## src/acm_pkg.sv

```systemverilog
// shared constants and carrier types for the control-mode configuration block
package acm_pkg;

    // ------------------------------------------------------------
    // serial write frame
    // ------------------------------------------------------------
    localparam int          FRAME_BITS  = 32;
    localparam logic [4:0]  FRAME_LAST  = 5'h1f;
    localparam logic [11:0] FRAME_HDR   = 12'h001;
    localparam int          HDR_MSB     = 31;
    localparam int          HDR_LSB     = 20;
    localparam int          ADDR_MSB    = 19;
    localparam int          ADDR_LSB    = 16;

    // ------------------------------------------------------------
    // register addresses
    // ------------------------------------------------------------
    localparam logic [3:0] ADDR_OUTPUT_CONFIG      = 4'h1;
    localparam logic [3:0] ADDR_CHAN_I_OFFSET      = 4'h2;
    localparam logic [3:0] ADDR_CHAN_I_RANGE       = 4'h3;
    localparam logic [3:0] ADDR_EXTENDED_CONFIG    = 4'h9;
    localparam logic [3:0] ADDR_CHAN_Q_OFFSET      = 4'ha;
    localparam logic [3:0] ADDR_CHAN_Q_RANGE       = 4'hb;
    localparam logic [3:0] ADDR_SAMPLE_PHASE_FINE  = 4'he;
    localparam logic [3:0] ADDR_SAMPLE_PHASE_CMID  = 4'hf;

    // ------------------------------------------------------------
    // power-on register values
    // ------------------------------------------------------------
    localparam logic [15:0] RST_OUTPUT_CONFIG   = 16'hb2ff;
    localparam logic [15:0] RST_OFFSET          = 16'h007f;
    localparam logic [15:0] RST_RANGE           = 16'h807f;
    localparam logic [15:0] RST_EXTENDED_CONFIG = 16'h0000;
    localparam logic [15:0] RST_PHASE_FINE      = 16'h0000;
    localparam logic [15:0] RST_PHASE_CMID      = 16'h0000;

    // ------------------------------------------------------------
    // field positions
    // ------------------------------------------------------------
    localparam int SECOND_CLOCK_SELECT_N_POS    = 13;
    localparam int DOUBLE_RATE_CLOCK_PHASE_POS  = 11;
    localparam int DOUBLE_RATE_DISABLE_POS      = 10;
    localparam int OUTPUT_SWING_POS             = 9;
    localparam int OUTPUT_EDGE_DEMUX_POS        = 8;
    localparam int PATTERN_OUTPUT_POS           = 15;
    localparam int TRIM_DISABLE_POS             = 14;
    localparam int INTERLEAVE_ENABLE_POS        = 13;
    localparam int ADJ_MSB                      = 15;
    localparam int ADJ_LSB                      = 7;
    localparam int FINE_LSB                     = 8;

    // ------------------------------------------------------------
    // strap handling
    // ------------------------------------------------------------
    localparam logic [1:0] LOCK_DELAY = 2'h2;
    localparam int         TRI_PINS   = 5;
    localparam int         PIN_MODE_PRI  = 0;
    localparam int         PIN_MODE_SEC  = 1;
    localparam int         PIN_RANGE     = 2;
    localparam int         PIN_EDGE_RATE = 3;
    localparam int         PIN_CAL_DLY   = 4;

    typedef enum logic [2:0] {
        ACM_LVL_LOW  = 3'b001,
        ACM_LVL_HIGH = 3'b010,
        ACM_LVL_MID  = 3'b100
    } acm_level_t;

    // settings handed to the converter core
    typedef struct packed {
        logic       ext_mode;
        logic       double_rate;
        logic       clock_phase_90;
        logic       data_edge_rising;
        logic       demux_1to2;
        logic       swing_normal;
        logic       cal_delay_long;
        logic       range_reduced;
        logic [8:0] range_i;
        logic [8:0] range_q;
        logic [8:0] offset_i;
        logic [8:0] offset_q;
        logic       interleave;
        logic       pattern_out;
        logic       clock_continuous;
        logic       second_clock;
        logic [8:0] phase_coarse_mid;
        logic [7:0] phase_fine;
    } acm_settings_t;

    // one accepted serial write
    typedef struct packed {
        logic        valid;
        logic [3:0]  addr;
        logic [15:0] data;
    } acm_write_t;

endpackage

```

## src/acm_tri_level.sv

```systemverilog
// decodes three-level strap pins from their two comparator outputs
`timescale 1ns/1ps
module acm_tri_level
    import acm_pkg::*;
(
    input  wire logic                  clk,
    input  wire logic                  srst,
    input  wire logic [TRI_PINS-1:0]   above_high,
    input  wire logic [TRI_PINS-1:0]   below_low,
    output acm_level_t                 level [TRI_PINS]
);

    acm_level_t state      [TRI_PINS];
    acm_level_t next_state [TRI_PINS];

    genvar g;
    generate
        for (g = 0; g < TRI_PINS; g++) begin : g_pin
            // neither comparator tripped means floating or half supply
            always_comb begin
                if (above_high[g]) begin
                    next_state[g] = ACM_LVL_HIGH;
                end else if (below_low[g]) begin
                    next_state[g] = ACM_LVL_LOW;
                end else begin
                    next_state[g] = ACM_LVL_MID;
                end
            end
            always_ff @(posedge clk) begin
                if (srst) begin
                    state[g] <= ACM_LVL_MID;
                end else begin
                    state[g] <= next_state[g];
                end
            end
            assign level[g] = state[g];
        end
    endgenerate

endmodule

```

## src/acm_serial_port.sv

```systemverilog
// three-wire write-only serial port, sampled on the system clock
`timescale 1ns/1ps
module acm_serial_port
    import acm_pkg::*;
(
    input  wire logic  clk,
    input  wire logic  srst,
    input  wire logic  enable,
    input  wire logic  ser_clk,
    input  wire logic  ser_data,
    input  wire logic  ser_sel_n,
    output acm_write_t wr
);

    typedef struct packed {
        logic                  clk_prev;
        logic [4:0]            count;
        logic [FRAME_BITS-1:0] shift;
        acm_write_t            wr;
    } acm_sp_state_t;

    acm_sp_state_t state;
    acm_sp_state_t next_state;

    logic [FRAME_BITS-1:0] frame;

    always_comb begin
        next_state          = state;
        next_state.clk_prev = ser_clk;
        next_state.wr.valid = 1'b0;
        frame               = {state.shift[FRAME_BITS-2:0], ser_data};
        if (!enable || ser_sel_n) begin
            next_state.count = 5'h00;
        end else if (ser_clk && !state.clk_prev) begin
            next_state.shift = frame;
            next_state.count = state.count + 5'h01;
            // frames may follow back to back; the count wraps to start the next
            if (state.count == FRAME_LAST && frame[HDR_MSB:HDR_LSB] == FRAME_HDR) begin
                next_state.wr.valid = 1'b1;
                next_state.wr.addr  = frame[ADDR_MSB:ADDR_LSB];
                next_state.wr.data  = frame[15:0];
            end
        end
    end

    always_ff @(posedge clk) begin
        if (srst) begin
            state <= '0;
        end else begin
            state <= next_state;
        end
    end

    assign wr = state.wr;

endmodule

```

## src/acm_mode_config.sv

```systemverilog
// control-mode selection and configuration register bank
`timescale 1ns/1ps

// Notes on behaviour
// - primary mode strap low selects register-driven control.
// - primary floating, secondary not low, range pin mid also selects registers.
// - rate chosen by config bit 10, or by edge/rate pin in pin mode.
// - double-rate phase fixed 0 degrees in pin mode and with bit 8 set (non-demux), bit 11 otherwise.
// - pin mode single rate: edge pin high rising, low falling.
// - register mode single rate: bit 8 picks data edge.
// - pin mode swing pin high normal, low reduced amplitude.
// - register mode swing from config bit 9.
// - calibration delay pin picks short or long; register mode short only.
// - pin mode range pin high normal, low reduced, both channels.
// - register mode per-channel range from bits 15:7 at 3h and Bh.
// - offset only in register mode, bits 15:7 at 2h and Ah.
// - pin mode interleave when calibration pin mid; first channel only.
// - register mode interleave from extended bit 13.
// - extended bit 15 set gives test pattern, register mode only.
// - trim disable bit gives continuous output clock, register mode only.
// - register double-rate: bit 8 one non-demux, zero 1:2 demux.
// - config bit 13 zero turns out-of-range pair into second clock.
// - register mode sampling phase from Fh bits 15:7, Eh bits 15:8.
// - reset defaults: double rate, 0 degrees, normal swing, 1:2, range outputs.
// - reset defaults: short delay, normal range, no offset, features off.
// - register contents ignored in pin-driven mode.
// - registers write-only, serial port enabled only in register mode.
module acm_mode_config
    import acm_pkg::*;
(
    input  wire logic                clk,
    input  wire logic                srst,
    input  wire logic [TRI_PINS-1:0] strap_above_high,
    input  wire logic [TRI_PINS-1:0] strap_below_low,
    input  wire logic                swing_pin,
    input  wire logic                ser_clk,
    input  wire logic                ser_data,
    input  wire logic                ser_sel_n,
    output acm_settings_t            settings
);

    // ------------------------------------------------------------
    // state
    // ------------------------------------------------------------
    typedef struct packed {
        logic          locked;
        logic [1:0]    settle;
        logic          ext_mode;
        logic [15:0]   output_config;
        logic [15:0]   chan_i_offset_adjust;
        logic [15:0]   chan_i_range_adjust;
        logic [15:0]   extended_config;
        logic [15:0]   chan_q_offset_adjust;
        logic [15:0]   chan_q_range_adjust;
        logic [15:0]   sample_phase_fine;
        logic [15:0]   sample_phase_coarse_mid;
        acm_settings_t settings;
    } acm_state_t;

    acm_state_t state;
    acm_state_t next_state;

    acm_level_t level [TRI_PINS];
    acm_write_t wr;
    logic       port_enable;

    // ------------------------------------------------------------
    // strap decode
    // ------------------------------------------------------------
    // three-level decode
    acm_tri_level u_tri (
        .clk        (clk),
        .srst       (srst),
        .above_high (strap_above_high),
        .below_low  (strap_below_low),
        .level      (level)
    );

    // ------------------------------------------------------------
    // serial port
    // ------------------------------------------------------------
    // port only in register mode
    assign port_enable = state.locked && state.ext_mode;

    acm_serial_port u_port (
        .clk       (clk),
        .srst      (srst),
        .enable    (port_enable),
        .ser_clk   (ser_clk),
        .ser_data  (ser_data),
        .ser_sel_n (ser_sel_n),
        .wr        (wr)
    );

    // ------------------------------------------------------------
    // next state
    // ------------------------------------------------------------
    logic          mode_req;
    logic          cfg_ddr;
    logic          cfg_nodemux;
    logic [15:0]   oc;
    logic [15:0]   xc;
    acm_settings_t s;

    always_comb begin
        next_state  = state;
        mode_req    = 1'b0;
        oc          = state.output_config;
        xc          = state.extended_config;
        cfg_ddr     = 1'b0;
        cfg_nodemux = 1'b0;
        s           = state.settings;

        // the mode straps are caught once after reset settles, then held; the
        // host must not move them while running, so no re-sampling
        // primary strap low
        if (level[PIN_MODE_PRI] == ACM_LVL_LOW) begin
            mode_req = 1'b1;
        end
        if (level[PIN_MODE_PRI] == ACM_LVL_MID && level[PIN_MODE_SEC] != ACM_LVL_LOW
            && level[PIN_RANGE] == ACM_LVL_MID) begin
            mode_req = 1'b1;
        end
        if (!state.locked) begin
            next_state.settle = state.settle + 2'h1;
            if (state.settle == LOCK_DELAY) begin
                next_state.locked   = 1'b1;
                next_state.ext_mode = mode_req;
            end
        end

        if (wr.valid) begin
            unique case (wr.addr)
                ADDR_OUTPUT_CONFIG: begin
                    next_state.output_config = wr.data;
                end
                ADDR_CHAN_I_OFFSET: begin
                    next_state.chan_i_offset_adjust = wr.data;
                end
                ADDR_CHAN_I_RANGE: begin
                    next_state.chan_i_range_adjust = wr.data;
                end
                ADDR_EXTENDED_CONFIG: begin
                    next_state.extended_config = wr.data;
                end
                ADDR_CHAN_Q_OFFSET: begin
                    next_state.chan_q_offset_adjust = wr.data;
                end
                ADDR_CHAN_Q_RANGE: begin
                    next_state.chan_q_range_adjust = wr.data;
                end
                ADDR_SAMPLE_PHASE_FINE: begin
                    next_state.sample_phase_fine = wr.data;
                end
                ADDR_SAMPLE_PHASE_CMID: begin
                    next_state.sample_phase_coarse_mid = wr.data;
                end
                // calibration and reserved addresses are not held here
                default: begin
                end
            endcase
        end

        s.ext_mode = state.ext_mode;
        if (state.ext_mode) begin
            cfg_ddr     = !oc[DOUBLE_RATE_DISABLE_POS];
            cfg_nodemux = oc[OUTPUT_EDGE_DEMUX_POS];
            s.double_rate = cfg_ddr;
            // phase bit, 0 degrees forced when not demultiplexed
            s.clock_phase_90 = cfg_ddr && !cfg_nodemux && oc[DOUBLE_RATE_CLOCK_PHASE_POS];
            s.data_edge_rising = oc[OUTPUT_EDGE_DEMUX_POS];
            // demux choice shares the edge bit
            s.demux_1to2 = !(cfg_ddr && cfg_nodemux);
            s.swing_normal = oc[OUTPUT_SWING_POS];
            s.cal_delay_long = 1'b0;
            s.range_reduced  = 1'b0;
            s.range_i = state.chan_i_range_adjust[ADJ_MSB:ADJ_LSB];
            s.range_q = state.chan_q_range_adjust[ADJ_MSB:ADJ_LSB];
            s.offset_i = state.chan_i_offset_adjust[ADJ_MSB:ADJ_LSB];
            s.offset_q = state.chan_q_offset_adjust[ADJ_MSB:ADJ_LSB];
            s.interleave = xc[INTERLEAVE_ENABLE_POS];
            s.pattern_out = xc[PATTERN_OUTPUT_POS];
            s.clock_continuous = xc[TRIM_DISABLE_POS];
            s.second_clock = !oc[SECOND_CLOCK_SELECT_N_POS];
            s.phase_coarse_mid = state.sample_phase_coarse_mid[ADJ_MSB:ADJ_LSB];
            s.phase_fine       = state.sample_phase_fine[ADJ_MSB:FINE_LSB];
        end else begin
            // rate from edge/rate pin, mid means double rate
            s.double_rate = (level[PIN_EDGE_RATE] == ACM_LVL_MID);
            s.clock_phase_90 = 1'b0;
            s.data_edge_rising = (level[PIN_EDGE_RATE] == ACM_LVL_HIGH);
            s.demux_1to2       = 1'b1;
            s.swing_normal = swing_pin;
            s.cal_delay_long = (level[PIN_CAL_DLY] == ACM_LVL_HIGH);
            s.range_reduced = (level[PIN_RANGE] == ACM_LVL_LOW);
            s.range_i       = RST_RANGE[ADJ_MSB:ADJ_LSB];
            s.range_q       = RST_RANGE[ADJ_MSB:ADJ_LSB];
            s.offset_i = RST_OFFSET[ADJ_MSB:ADJ_LSB];
            s.offset_q = RST_OFFSET[ADJ_MSB:ADJ_LSB];
            // interleave from mid calibration pin, first channel feeds both
            s.interleave       = (level[PIN_CAL_DLY] == ACM_LVL_MID);
            s.pattern_out      = 1'b0;
            s.clock_continuous = 1'b0;
            s.second_clock     = 1'b0;
            s.phase_coarse_mid = RST_PHASE_CMID[ADJ_MSB:ADJ_LSB];
            s.phase_fine       = RST_PHASE_FINE[ADJ_MSB:FINE_LSB];
        end
        // settings only go live once the mode is locked
        if (state.locked) begin
            next_state.settings = s;
        end
    end

    // ------------------------------------------------------------
    // registers
    // ------------------------------------------------------------
    always_ff @(posedge clk) begin
        if (srst) begin
            state.locked   <= 1'b0;
            state.settle   <= 2'h0;
            state.ext_mode <= 1'b0;
            state.output_config <= RST_OUTPUT_CONFIG;
            state.chan_i_offset_adjust    <= RST_OFFSET;
            state.chan_i_range_adjust     <= RST_RANGE;
            state.extended_config         <= RST_EXTENDED_CONFIG;
            state.chan_q_offset_adjust    <= RST_OFFSET;
            state.chan_q_range_adjust     <= RST_RANGE;
            state.sample_phase_fine       <= RST_PHASE_FINE;
            state.sample_phase_coarse_mid <= RST_PHASE_CMID;
            state.settings.ext_mode         <= 1'b0;
            state.settings.double_rate      <= 1'b1;
            state.settings.clock_phase_90   <= 1'b0;
            state.settings.data_edge_rising <= 1'b0;
            state.settings.demux_1to2       <= 1'b1;
            state.settings.swing_normal     <= 1'b1;
            state.settings.cal_delay_long   <= 1'b0;
            state.settings.range_reduced    <= 1'b0;
            state.settings.range_i          <= RST_RANGE[ADJ_MSB:ADJ_LSB];
            state.settings.range_q          <= RST_RANGE[ADJ_MSB:ADJ_LSB];
            state.settings.offset_i         <= RST_OFFSET[ADJ_MSB:ADJ_LSB];
            state.settings.offset_q         <= RST_OFFSET[ADJ_MSB:ADJ_LSB];
            state.settings.interleave       <= 1'b0;
            state.settings.pattern_out      <= 1'b0;
            state.settings.clock_continuous <= 1'b0;
            state.settings.second_clock     <= 1'b0;
            state.settings.phase_coarse_mid <= RST_PHASE_CMID[ADJ_MSB:ADJ_LSB];
            state.settings.phase_fine       <= RST_PHASE_FINE[ADJ_MSB:FINE_LSB];
        end else begin
            state <= next_state;
        end
    end

    assign settings = state.settings;

endmodule

```

## config.mk

```make
export PLATFORM = sky130hd
export DESIGN_NAME = acm_mode_config
export DESIGN_NICKNAME = d
export VERILOG_FILES = /design/src/acm_pkg.sv /design/src/acm_tri_level.sv /design/src/acm_serial_port.sv /design/src/acm_mode_config.sv
export SDC_FILE = /design/constraint.sdc
export NUM_CORES = 1
export LEC_CHECK = 0
export BUFFER_PORTS_ARGS = -buffer_cell sky130_fd_sc_hd__buf_4
export CORE_UTILIZATION = 40
export CTS_BUF_LIST = sky130_fd_sc_hd__clkbuf_16
export DETAILED_ROUTE_END_ITERATION = 16
export GPL_ROUTABILITY_DRIVEN = 0
export PLACE_DENSITY_LB_ADDON = 0.08
export SYNTH_ARGS = -nofsm -noshare
export SYNTH_HDL_FRONTEND = slang
export SYNTH_SLANG_ARGS = --single-unit
```

## constraint.sdc

```tcl
create_clock -name clk -period 2.05 [get_ports clk]
set_input_delay 0.41 -clock clk [delete_from_list [all_inputs] [get_ports clk]]
set_output_delay 0.41 -clock clk [all_outputs]
set_load 0.1 [all_outputs]
```

### Word level (Yosys, flattened, before mapping)

Memory sizes are Yosys's and may differ from the RTL's.
Cells that the tools add are included.

* bits in registers: 253
* memory bits (writable): 15
* input port bits: 16
* output and inout bits: 65
* memories: 1

* $add $sub $neg: 2
* equal/unequal tests: 20
* multiplexer cells: 25
* bitwise gates (word level): 8
* reductions and logical operators: 28

Memory list
* u_tri.state: words 5, width 3, read ports 5, clocked after Yosys merged registers in 0, wr ports 5, line acm_tri_level.sv:13 `acm_level_t state [TRI_PINS];`

Operators by type and width (number)
* $mux W64: 1
* $mux W3: 15
* $mux W21: 1
* $eq A4 B4 Y1 const B: 5
* $reduce_and A2 Y1: 10
* $eq A12 B1 Y1 const B: 1
* $eq A3 B3 Y1 const B: 4
* $eq A4 B2 Y1 const B: 2
* $logic_and A1 B1 Y1: 8
* $mux W1: 7
* $eq A3 B1 Y1 const B: 2
* $eq A3 B2 Y1 const B: 2
* $logic_not A1 Y1: 6
* $add A5 B1 Y5 const B: 1
* $eq A5 B5 Y1 const B: 1
* $or A1 B1 Y1: 5
* $eq A4 B1 Y1 const B: 1
* $mux W4: 1
* $ne A3 B1 Y1 const B: 1
* $not A1 Y1: 3
* $reduce_and A3 Y1: 1
* $reduce_or A3 Y1: 1
* $add A2 B1 Y2 const B: 1
* $eq A2 B2 Y1 const B: 1
* other kinds (2): 2

### Depth between registers and ports, before layout

* depth after elaboration: 6
* mapped depth: 7
* depth with buffers taken out: 6

### By module

A second synthesis with hierarchy kept.

* cell total of the unflattened synthesis: 869
* area total of the unflattened synthesis: 8325.5 µm²

By module, submodules not included
* acm_mode_config: instances 1, cells each 561, area an instance 5421.4 µm², sequential area each 2602.5 µm²
* acm_serial_port: instances 1, cells each 277, area an instance 2448.6 µm², sequential area each 1161.1 µm²
* acm_tri_level: instances 1, cells each 31, area an instance 455.4 µm², sequential area each 300.3 µm²

### Least setup slack after synthesis

No wires, ideal clock.

* kind: reg-to-reg
* start: register state[196] (netlist bit)
* end: register u_port.state, in the netlist u_port.wr[10]
* setup time: 0.072 ns
* arrival: 1.597 ns
* slack: 0.381 ns
* cell stages (with the launch flop): 8
* path buffers: 3
* period minus slack after synthesis: 1.669 ns
* cells stage by stage: dfxtp_1 buf_4 nand2_4 or3_1 buf_2 nor3_4 buf_8 mux2i_1

* cells in the longest elaborated chain, start to end: 5

Ends and longest elaborated chain
* start: declaration: line acm_mode_config.sv:60 `acm_state_t state;`
* $logic_and A1 B1 Y1: line acm_mode_config.sv:83 `assign port_enable = state.locked && state.ext_mode;`
* $logic_not A1 Y1: line acm_serial_port.sv:32 `if (!enable || ser_sel_n) begin`
* $logic_or A1 B1 Y1: line acm_serial_port.sv:32
* $not A1 Y1 (no source line)
* $reduce_and A3 Y1 (no source line)
* end signal: assignment: line acm_serial_port.sv:50 `state <= next_state;`
* end: declaration: line acm_serial_port.sv:22 `acm_sp_state_t state;`

Every way passes these cells.
A chain may end at the register's enable or synchronous reset.

### Worst setup path after layout

* start: register u_port.state[53] (netlist bit)
* end: register u_port.state, in the netlist u_port.wr[15]

* cells in the longest elaborated chain, start to end: 3

Ends and longest elaborated chain
* $eq A5 B5 Y1: line acm_serial_port.sv:38 `if (state.count == FRAME_LAST && frame[HDR_MSB:HDR_LSB] == FRAME_HDR) begin`
* $logic_and A1 B1 Y1: line acm_serial_port.sv:38
* $reduce_and A3 Y1 (no source line)

Every way passes these cells.

==> flow_metrics.env <==
export IMPL_outcome="complete, but fails checks"
export IMPL_failed_checks="DRC"
export IMPL_cts_buffers_inserted=17
export IMPL_worstPathArrival_ns=2.05
export IMPL_viasPerCell=4.92
export IMPL_grt_max_degree=85
export IMPL_cp_end_kind="flop"
export IMPL_yosysSeqAreaShare=0.522
export IMPL_async_reset_ff_frac=0
export IMPL_design_core_area_mm2=0.0182
export IMPL_timing_final_ws_setup_ns=0.351
export IMPL_ff2ff_setup_slack_ns=0.35
export IMPL_root_buffer="clkbuf_16"
export IMPL_drtAntennaViolNets=0
export IMPL_crit_path_frequent_cell="ha_1"
export IMPL_report_final_slew_viol_count=0
export IMPL_leakage_nw=3.11
export IMPL_die_area_mm2=0.0193
export IMPL_num_fill_cells=1760
export IMPL_setup_violations=0
export IMPL_worstSetupStartpointType="flop"
export IMPL_synth_edff_count=0
export IMPL_grt_antenna_before_repair=0
export IMPL_clock_latency_ns=0.43
export IMPL_syn_avg_cell_area_um2=9.30
export IMPL_die_w_um=139
export IMPL_period_needed_ns=1.70
export IMPL_cp_slowest_stage_delay_ns=0.38
export IMPL_drc=7
export IMPL_syn_inst=808
export IMPL_clock_path_buffers=2
export IMPL_synth_top_cell_by_area="dfxtp_1"
export IMPL_io_buffers=80
export IMPL_synth_cell_area_mm2=0.00752
export IMPL_grt_pass1_vias=4960
export IMPL_fmax_mhz=589
export IMPL_ys_types=37
export IMPL_ctsResizeCount=0
export IMPL_wl_per_cell_um=14.7
export IMPL_max_slew_margin_rel=0.609
export IMPL_hpwl_um=9980
export IMPL_met3_usage=0.0373
export IMPL_cts_sinks=196
export IMPL_hold_ws_ns=0.162
export IMPL_post_cts_buffers=0
export IMPL_multi_input_area_mm2=0.00289
export IMPL_drive_above_1_share=0.169
export IMPL_layout_common_cells="196 x dfxtp_1, 115 x nor2_1, 96 x buf_4"
export IMPL_maxCapViolCount=0
export IMPL_nets=830
export IMPL_drt_iter0_markers=239
export IMPL_areaGrowthSynthToFinish_pct=12.6
export IMPL_ios=81
export IMPL_power_density_mw_per_mm2=931
export IMPL_worstPathCellList="ha_1, and3_1, ha_1, nand3_1, nor3_4, buf_4, mux2i_1"
export IMPL_cp_slowest_cell="dfxtp_1"
export IMPL_crit_family="simple AND/OR/NAND/NOR gates"
export IMPL_use_met2=0.261
export IMPL_top_usage_layer="met2"
export IMPL_hold_viol=0
export IMPL_seq_area_mm2=0.00392
export IMPL_fin_skew_ns=0.0104
export IMPL_cts_tree="done"
export IMPL_critical_path_class="flop to flop"
export IMPL_cp_depth=7
export IMPL_num_rows=49
export IMPL_synthTopCellsByArea="dfxtp_1 52%, mux2i_1 9.5%, buf_4 6.6%"
export IMPL_grt_util_met1=0.224
export IMPL_reg2reg_depth=7
export IMPL_grt_ovfl_total=0
export IMPL_whs_path_depth=2
export IMPL_worst_pin_slew_ns=0.586
export IMPL_ys_warn_count=0
export IMPL_synth_seq_cells=196
export IMPL_required_ns=2.40
export IMPL_syn_nets=827
export IMPL_finalPower_mw=7.88
export IMPL_h_tree_depth=4
export IMPL_postCtsHoldBufs=0
export IMPL_clk_pin_slew_ns=0.07
export IMPL_vias=5174
export IMPL_worst_path_buf_inv=1
export IMPL_final_common_cell="dfxtp_1"
export IMPL_grt_usage=0.165
export IMPL_hp_class="primary input to flop"
export IMPL_peakVddDrop_mv=0.557
export IMPL_post_place_ws_ns=0.271
export IMPL_start_util=0.413
export IMPL_routed_wl_um=15400
export IMPL_synth_flop_cell="dfxtp_1"
export IMPL_dr_pass1_iters=13
export IMPL_grt_pass1_wl_um=25400
export IMPL_setup_tns_ns=0
export IMPL_crit_fanout=13
export IMPL_antenna_cells=0
export IMPL_yosys_area_top_type_share=0.522
export IMPL_min_period_over_period=0.829
export IMPL_rsz0062_at_grt="no"
export IMPL_die_y_um=139
## metal layers
metal,wire length (um),up-vias
met4,184,0
met3,557,16
met5,0,-
met2,6980,89
met1,7730,2422
li1,-,2647
## through the flow
step,instances,util,area [um^2]
finish,1051,0.465,8460
global route,1051,0.465,8460
CTS,1051,0.465,8460
detailed placement,1021,0.434,7900
global placement,1021,0.434,7900
floorplan,808,-,7520
## synth_stat cells, drive strengths merged (5+ instances only)
master and count:
clkbuf 38, nand2 88, a22oi 37, a21oi 59, nor4 5, nor2 119
nor3b 8, nand2b 35, mux2i 71, a211o 6, o21bai 5, nand3 19
dfxtp 196, nor2b 10, buf 78
## cell type report
| class | count | area share |
|---|---|---|
| inverter | 4 | 0.00177 |
| tap | 229 | 0.0339 |
| sequential | 196 | 0.464 |
| timing repair buffer | 100 | 0.0936 |
| clock buffer | 17 | 0.0503 |
| multi-input combinational | 492 | 0.341 |
| clock inverter | 13 | 0.0160 |
## cell families (layout without fill, tap and decap cells)
logic type | after synthesis | in the layout | share of synthesized area
adders and majority gates | 3 | 3 | 0.00499
buffers and inverters | 120 | 134 | 0.0952
xor gates and xnor gates | 4 | 4 | 0.00466
and+or+nand+nor | 301 | 301 | 0.185
DFF | 196 | 196 | 0.522
AOI/OAI and AO/OA | 113 | 113 | 0.0934
muxes | 71 | 71 | 0.0946
## flip-flops by register name, indices dropped and copies added, names as in the netlist
signal        flops
settings         65
xc                3
u_tri.state      15
state            56
s                 1
u_port.wr        14
u_port.frame     31
u_port.state      6
oc                5
## power breakdown
group	switching [mW]	leakage, nW	internal [mW]
clock	1.40	0.266	1.78
combinational	0.558	1.26	0.218
sequential	0.0405	1.58	3.88
total	2.00	3.11	5.87
## worst paths after layout
kind,endpoint,startpoint
max,u_port.wr[15]$_SDFFE_PP0P_,u_port.state[53]$_SDFFE_PP0N_
min,u_tri.state[4][2]$_SDFF_PP1_,strap_below_low[4]
max reg2reg,u_port.wr[15]$_SDFFE_PP0P_,u_port.state[53]$_SDFFE_PP0N_
min reg2reg,u_port.frame[5]$_SDFFE_PP0P_,u_port.frame[4]$_SDFFE_PP0P_
No activity file was read; power rests on OpenSTA's default activity.
